===== config.mk =====
export PLATFORM = sky130hd
export DESIGN_NAME = gdio_port
export DESIGN_NICKNAME = d
export VERILOG_FILES = /design/src/rtl/gdio_pkg.sv /design/src/rtl/gdio_sync.sv /design/src/rtl/gdio_port.sv
export SDC_FILE = /design/constraint.sdc
export NUM_CORES = 1
export LEC_CHECK = 0
export BUFFER_PORTS_ARGS = -buffer_cell sky130_fd_sc_hd__buf_2
export CORE_MARGIN = 2
export CORE_UTILIZATION = 52
export CTS_BUF_LIST = sky130_fd_sc_hd__clkbuf_16
export DETAILED_ROUTE_END_ITERATION = 16
export GPL_TIMING_DRIVEN = 1
export PLACE_DENSITY = 0.82
export SLEW_MARGIN = 5
export SYNTH_ARGS = -nofsm -noshare
export SYNTH_HDL_FRONTEND = slang
export SYNTH_SLANG_ARGS = --single-unit
export TNS_END_PERCENT = 30

===== constraint.sdc =====
create_clock -name pclk -period 1.35 [get_ports pclk]
set_input_delay 0.27 -clock pclk [delete_from_list [all_inputs] [get_ports pclk]]
set_output_delay 0.27 -clock pclk [all_outputs]
set_load 0.05 [all_outputs]

===== src/rtl/gdio_pkg.sv =====
// package: register map, reset values and carrier types for the gpio port
package gdio_pkg;
    localparam int          PORT_W           = 8;
    localparam logic [11:0] OFF_DIRECTION    = 12'h000;
    localparam logic [11:0] OFF_OUTPUT_VALUE = 12'h004;
    localparam logic [11:0] OFF_PIN_INPUT    = 12'h008;
    localparam logic [11:0] OFF_SPECIAL_FUNC = 12'h00C;
    localparam logic [11:0] OFF_EXT_IRQ      = 12'h010;
    localparam logic [11:0] OFF_EXT_FLAG     = 12'h014;
    localparam int          PUD_BIT          = 2;
    localparam logic [7:0]  RESET_BYTE       = 8'h00;
    localparam logic        RESET_BIT        = 1'b0;
    localparam int          SYNC_STAGES      = 2;
    localparam int          SYNC_LAT_CYCLES  = SYNC_STAGES;

    typedef struct packed {
        logic [7:0] drive_value;
        logic [7:0] drive_oe_n;
        logic [7:0] pullup_en;
        logic [7:0] input_clamp;
    } gdio_pad_ctrl_t;

    typedef enum logic [1:0] {
        GDIO_ST_IDLE   = 2'b00,
        GDIO_ST_ACCESS = 2'b01
    } gdio_bus_state_t;
endpackage : gdio_pkg


===== src/rtl/gdio_sync.sv =====
// two-flop synchroniser for a vector of pad inputs
`timescale 1ns/1ps
module gdio_sync #(
    parameter int WIDTH = 8
) (
    input  wire logic             pclk,
    input  wire logic             presetn,
    input  wire logic             clk_en,
    input  wire logic [WIDTH-1:0] async_in,
    output logic      [WIDTH-1:0] sync_out
);
    logic [WIDTH-1:0] stage1_q;

    // stage1 is an edge-triggered flop on the falling edge, not a transparent latch;
    // trade-off: only half a period to settle metastability
    always_ff @(negedge pclk or negedge presetn) begin
        if (!presetn) begin
            stage1_q <= '0;
        end else if (clk_en) begin
            stage1_q <= async_in;
        end
    end

    // stage1 feeds only sync_out: no other logic may look at it
    always_ff @(posedge pclk or negedge presetn) begin
        if (!presetn) begin
            sync_out <= '0;
        end else if (clk_en) begin
            sync_out <= stage1_q;
        end
    end
endmodule : gdio_sync


===== src/rtl/gdio_port.sv =====
// gpio port: direction, output value, pull-up, input sync, sleep clamp
//
// What this block does
// - direction bit one enables the pin driver; zero makes the pin an input.
// - input with output value one turns pull-up on unless globally disabled.
// - global pull-up disable turns off every pull-up regardless of other bits.
// - output pin drives high for value one, low for value zero.
// - reset puts all pins in high impedance at once, clock or not.
// - input register shows each pin's synchronised level in any direction.
// - pin input is sampled in a falling-edge flop stage then into the input register.
// - external pin change reaches input register after a bounded delay.
// - software-written value reaches the input register two cycles after the write.
// - deep sleep modes clamp each pin's digital input to ground.
// - clamp is skipped for pins enabled as external interrupt inputs.
// - clamp release on a held-high sensing pin sets its interrupt flag.
// - pull-ups stay disabled while reset is asserted.
// - inputs stay unclamped in reset, active and idle modes.
// - strobes are shared per port; clock, sleep request and pull-up disable by all.
// - input register is read-only; direction and output value are RW.
//
// Design decisions made here: the placing of the registers and the APB register port.
`timescale 1ns/1ps
module gdio_port #(
    parameter int WIDTH = gdio_pkg::PORT_W
) (
    input  wire logic                   pclk,
    input  wire logic                   presetn,
    input  wire logic                   clk_en,
    input  wire logic                   psel,
    input  wire logic                   penable,
    input  wire logic                   pwrite,
    input  wire logic [11:0]            paddr,
    input  wire logic [31:0]            pwdata,
    output logic      [31:0]            prdata,
    output logic                        pready,
    output logic                        pslverr,
    input  wire logic                   deep_sleep,
    input  wire logic [WIDTH-1:0]       pin_in,
    output logic      [WIDTH-1:0]       pin_out,
    output logic      [WIDTH-1:0]       pin_oe_n,
    output logic      [WIDTH-1:0]       pin_pullup_en,
    output logic      [WIDTH-1:0]       pin_input_clamp,
    output gdio_pkg::gdio_pad_ctrl_t    pad_ctrl
);
    logic [WIDTH-1:0] port_direction_q;
    logic [WIDTH-1:0] port_output_value_q;
    logic [WIDTH-1:0] ext_irq_enable_q;
    logic [WIDTH-1:0] ext_irq_flag_q;
    logic             global_pullup_disable_q;
    logic [WIDTH-1:0] port_pin_input_q;
    logic [WIDTH-1:0] sleep_sync;
    logic [WIDTH-1:0] pin_sync;
    logic [WIDTH-1:0] clamped_level;
    logic [WIDTH-1:0] clamp_prev_q;
    logic [WIDTH-1:0] clamp_prev2_q;
    logic [WIDTH-1:0] pullup_d;
    logic [WIDTH-1:0] clamp_d;
    logic [WIDTH-1:0] flag_set;
    logic             sleep_q;
    logic             sleep_s1_q;
    logic             wr_en;

    function automatic logic [31:0] pad32(input logic [WIDTH-1:0] v);
        pad32 = {{(32-WIDTH){1'b0}}, v};
    endfunction : pad32

    function automatic logic hit(input logic [11:0] a,
                                 input logic [11:0] off);
        hit = (a == off);
    endfunction : hit

    // zero-wait apb: every access completes in its first access cycle
    assign wr_en = psel && penable && pwrite;

    // sleep request comes from another controller: synchronise it
    always_ff @(posedge pclk or negedge presetn) begin
        if (!presetn) begin
            sleep_s1_q <= gdio_pkg::RESET_BIT;
            sleep_q    <= gdio_pkg::RESET_BIT;
        end else if (clk_en) begin
            sleep_s1_q <= deep_sleep;
            sleep_q    <= sleep_s1_q;
        end
    end

    // per-pin clamp; interrupt-enabled pins stay live in sleep
    assign clamp_d = sleep_q ? ~ext_irq_enable_q : '0;

    // clamped pins read as ground ahead of the synchroniser
    assign clamped_level = pin_in & ~pin_input_clamp;

    gdio_sync #(
        .WIDTH    (WIDTH)
    ) u_sync (
        .pclk     (pclk),
        .presetn  (presetn),
        .clk_en   (clk_en),
        .async_in (clamped_level),
        .sync_out (pin_sync)
    );

    // second synchroniser stage is the input register itself
    assign port_pin_input_q = pin_sync;

    // register writes; strobes are shared by all pins of the port
    always_ff @(posedge pclk or negedge presetn) begin
        if (!presetn) begin
            port_direction_q        <= gdio_pkg::RESET_BYTE;
            port_output_value_q     <= gdio_pkg::RESET_BYTE;
            ext_irq_enable_q        <= gdio_pkg::RESET_BYTE;
            global_pullup_disable_q <= gdio_pkg::RESET_BIT;
        end else if (clk_en && wr_en) begin
            if (hit(paddr, gdio_pkg::OFF_DIRECTION)) begin
                port_direction_q <= pwdata[WIDTH-1:0];
            end
            if (hit(paddr, gdio_pkg::OFF_OUTPUT_VALUE)) begin
                port_output_value_q <= pwdata[WIDTH-1:0];
            end
            if (hit(paddr, gdio_pkg::OFF_SPECIAL_FUNC)) begin
                global_pullup_disable_q <= pwdata[gdio_pkg::PUD_BIT];
            end
            if (hit(paddr, gdio_pkg::OFF_EXT_IRQ)) begin
                ext_irq_enable_q <= pwdata[WIDTH-1:0];
            end
        end
    end

    // sensed change when the clamp lets go of a pin held high; clamp
    // history is delayed so the released level has crossed the synchroniser
    assign flag_set = clamp_prev2_q & ~pin_input_clamp & pin_sync;

    // flag clears by writing one; a set in the same cycle wins
    always_ff @(posedge pclk or negedge presetn) begin
        if (!presetn) begin
            ext_irq_flag_q <= gdio_pkg::RESET_BYTE;
            clamp_prev_q   <= gdio_pkg::RESET_BYTE;
            clamp_prev2_q  <= gdio_pkg::RESET_BYTE;
        end else if (clk_en) begin
            clamp_prev_q  <= pin_input_clamp;
            clamp_prev2_q <= clamp_prev_q;
            if (wr_en && hit(paddr, gdio_pkg::OFF_EXT_FLAG)) begin
                ext_irq_flag_q <= (ext_irq_flag_q & ~pwdata[WIDTH-1:0])
                                  | flag_set;
            end else begin
                ext_irq_flag_q <= ext_irq_flag_q | flag_set;
            end
        end
    end

    // pull-up only for inputs with value one and no global disable
    assign pullup_d = ~port_direction_q & port_output_value_q
                      & {WIDTH{~global_pullup_disable_q}};

    // pad outputs; async reset gives tri-state and no pull-up at once
    always_ff @(posedge pclk or negedge presetn) begin
        if (!presetn) begin
            pin_out         <= '0;
            pin_oe_n        <= '1;
            pin_pullup_en   <= '0;
            pin_input_clamp <= '0;
        end else if (clk_en) begin
            pin_out         <= port_output_value_q;
            pin_oe_n        <= ~port_direction_q;
            pin_pullup_en   <= pullup_d;
            pin_input_clamp <= clamp_d;
        end
    end

    // same pad state bundled for a pad ring that takes the struct
    always_ff @(posedge pclk or negedge presetn) begin
        if (!presetn) begin
            pad_ctrl <= '{drive_value: '0, drive_oe_n: '1,
                          pullup_en: '0, input_clamp: '0};
        end else if (clk_en) begin
            pad_ctrl <= '{drive_value: 8'(port_output_value_q),
                          drive_oe_n:  8'(~port_direction_q),
                          pullup_en:   8'(pullup_d),
                          input_clamp: 8'(clamp_d)};
        end
    end

    // read data; input register ignores writes
    always_ff @(posedge pclk or negedge presetn) begin
        if (!presetn) begin
            prdata  <= 32'h0000_0000;
            pready  <= 1'b0;
            pslverr <= 1'b0;
        end else if (clk_en) begin
            pready  <= psel && !penable;
            pslverr <= 1'b0;
            if (psel && !penable && !pwrite) begin
                case (paddr)
                    gdio_pkg::OFF_DIRECTION:
                        prdata <= pad32(port_direction_q);
                    gdio_pkg::OFF_OUTPUT_VALUE:
                        prdata <= pad32(port_output_value_q);
                    gdio_pkg::OFF_PIN_INPUT:
                        prdata <= pad32(port_pin_input_q);
                    gdio_pkg::OFF_SPECIAL_FUNC:
                        prdata <= 32'(global_pullup_disable_q)
                                  << gdio_pkg::PUD_BIT;
                    gdio_pkg::OFF_EXT_IRQ:
                        prdata <= pad32(ext_irq_enable_q);
                    gdio_pkg::OFF_EXT_FLAG:
                        prdata <= pad32(ext_irq_flag_q);
                    default:
                        prdata <= 32'h0000_0000;
                endcase
            end
            if (psel && !penable && !hit(paddr, gdio_pkg::OFF_DIRECTION)
                && !hit(paddr, gdio_pkg::OFF_OUTPUT_VALUE)
                && !hit(paddr, gdio_pkg::OFF_PIN_INPUT)
                && !hit(paddr, gdio_pkg::OFF_SPECIAL_FUNC)
                && !hit(paddr, gdio_pkg::OFF_EXT_IRQ)
                && !hit(paddr, gdio_pkg::OFF_EXT_FLAG)) begin
                pslverr <= 1'b1;
            end
        end
    end

endmodule : gdio_port


==> reports/summary.txt <==
Site row count - 36
Antenna diode count - 0
CP peak stage delay - 0.34 ns
CTS Sinks - 109
Leading area contributor after synthesis - dfrtp_1
Hold Fails Final Rpt - 0
Critical path origin - paddr[10]
Most frequent cell after synthesis - dfrtp_1
RD Place Congestion - 0.923
TritonCTS clock tree - built
Reg2reg start - pad_ctrl[4]
DRT iter0 DRCs - 215
Peak fanout along the critical path - 8
Synthesis-to-finish area growth - 30.7%
Port Buf Inserts - 108
Nets@finish - 620
Initial antenna violation count - 0
Mapped Area - 5190 um^2
Ys Warns - 0
Drt drc - 0
RSZ-0062 raised after global routing - yes
Hold_sp - deep_sleep
Setup Skew - 0.00923 ns
Final Max Slew Viols - 0
Dpl hpwl - 8760 um
Worst setup margin - -0.112 ns
First-pass GRT wire length - 20,800 um
Maxcap violations - 0
Vias per cell - 5.50
Die height - 104 um
Total gr overflow - 0
Pleak - 3.50 nW
CP max stage cell - nor4_4
Cell area power density - 1160 nW/um^2
Clock root buffer - clkbuf_16
Status - finished with violations
Pre-CTS worst setup slack - -0.482 ns
Worst EP required - 1.58 ns
CTS Buf Count - 9
Critical path class - input port to register
WP data arrival - 1.69 ns
Register area share after synthesis - 52.7%
Failing checks - setup timing
Total number of vias - 3,847
Clk_lat worst skew - 0.35 ns
Layout cell share with drive strength beyond 1 - 56.0%
CP Cell Sequence - buf_6, nor4_4, buf_4, nand4_1, nor2_2, buf_12, mux2_4
Crit end category - register
Worst r2r path cells - 2
Min-delay worst type - input port to register
Largest net degree at the start of global routing - 37
F_max - 0.684 GHz
Synth Flop Type - dfrtp_1
Wirelength per Cell - 19.1 um
Max clock buf depth - 2
FF+latch count, synth - 109
Final setup violation count - 42
Mapped Cells - 418
Synth top area cells - dfrtp_1 45%, mux2_2 15%, buf_4 8.1%
Total track usage - 24.2%
CORE AREA - 9730 um^2
Most frequent cells after synthesis - 93 x dfrtp_1, 71 x mux2_2, 56 x buf_4
Die span in x - 104 um
Die ar. - 10,800 um^2
ANT nets after route - 0
Post-synth EDFFs - 0
Min cycle time layout - 1.46 ns
Hold Path Cell Cnt - 2
Starting Density - 53.4%
CTS clk-pin slew, worst paths - 0.08 ns
Number of global-route vias before repair - 4,007
Ports - 157
Final period util - 108%
Setup TNS - -2.50 ns
Yosys top cell area share - 44.8%
Ys async rst share - 100%
VDD IR max - 0.794 mV
Avg Inst Size Synth - 12.4 um^2
Startpoint types - input port
H-tree levels - 3
Distinct cells, synth - 43
DR pass1 iterations - 5
Routed wire length - 13,300 um
## metrics by stage
stage	hold WS, ns	total power [mW]	utilization, %	cells	cell area [um^2]
final	0.148	7.89	69.7	699	6790
after global routing	0.155	8.17	69.7	699	6790
after CTS	0.147	7.81	68.1	693	6630
after detailed placement	0.192	5.04	62.0	671	6030
after global placement	0.188	4.99	62.0	671	6030
after floorplan	-0.0256	4.62	-	441	5340
## path summary, 6_finish.rpt
kind / to / slack [ns]
setup / recovery: port_direction_q[2] / -0.11
hold / removal: sleep_s1_q / 0.15
setup reg to reg: u_sync.stage1_q[4] / -0.07
hold reg to reg: pad_ctrl[21] / 0.49
max in group asynchronous: u_sync.stage1_q[5] / 0.15
min in group asynchronous: pad_ctrl[15] / 0.35
## placed cells by master, fill, tap and decap left out, types with 5 or more instances in the layout
cell	n
mux2i_1	12
a41o_1	8
buf_4	70
buf_2	72
nor2b_1	8
nand2_1	7
nand3b_1	11
clkbuf_16	9
inv_2	8
buf_6	37
mux2_4	30
o21ai_0	13
dfrtp_1	85
dfrtp_2	8
inv_1	21
a22oi_1	5
conb_1	24
a31oi_1	10
nor3b_1	9
mux2_2	41
dfstp_2	8
a31o_2	8
dfrtn_1	8
## logic make-up after synthesis
| logic type | count (synthesis) | synth area share (%) |
|---|---|---|
| AND/OR/NAND/NOR | 60 | 8.51 |
| AO/OA/AOI/OAI | 58 | 8.07 |
| other | 1 | 0.0722 |
| buffers and inverters | 104 | 11.6 |
| multiplexers | 86 | 19.0 |
| flip-flops | 109 | 52.7 |
## power breakdown
part | internal [mW] | total, mW | switching, mW
Combinational | 0.662 | 1.55 | 0.891
Clock | 1.45 | 2.67 | 1.22
Sequential | 3.50 | 3.67 | 0.171
Total | 5.61 | 7.89 | 2.28
## registers in the layout (all words and copies together) (netlist names)
register and flops:
pad_ctrl 32, clamp_prev2_q 8, clamp_prev_q 8, ext_irq_enable_q 8, ext_irq_flag_q 8, port_direction_q 8
port_output_value_q 8, prdata 8, u_sync.stage1_q 8, u_sync.sync_out 8, global_pullup_disable_q 1, pready 1
pslverr 1, sleep_q 1, sleep_s1_q 1
## critical path: cells and delay by family
| family | cells | cell delay [ns] |
|---|---|---|
| buffers and inverters | 3 | 0.45 |
| muxes | 1 | 0.30 |
| and+or+nand+nor | 3 | 0.65 |
## cell type report
class / instances / area [um^2]
Clock buffer: 9 / 225
Timing Repair Buffer: 184 / 1390
Fill cell: 659 / 2940
Multi-Input combinational cell: 228 / 2080
Tap cell: 133 / 166
Clock inverter: 7 / 73.8
Sequential cell: 109 / 2750
Inverter: 29 / 109
## routing by layer
metal / part of all wire, % / global-route usage, % / vias to the layer above
met5: 0 / 0 / -
met4: 3.7 / 7.63 / 0
met3: 6.2 / 5.01 / 45
met2: 52 / 41.5 / 202
met1: 38 / 30.8 / 1920
li1: - / - / 1680
## what timing repair did
item                       4_1_cts  5_1_grt
resized for setup               76       30
buffers inserted                 5        7
pin swaps                        5        3
hold buffers                     1        0
hold endpoints to repair         5        0
setup endpoints to repair       79       88
No activity file was read; power rests on OpenSTA's default activity.
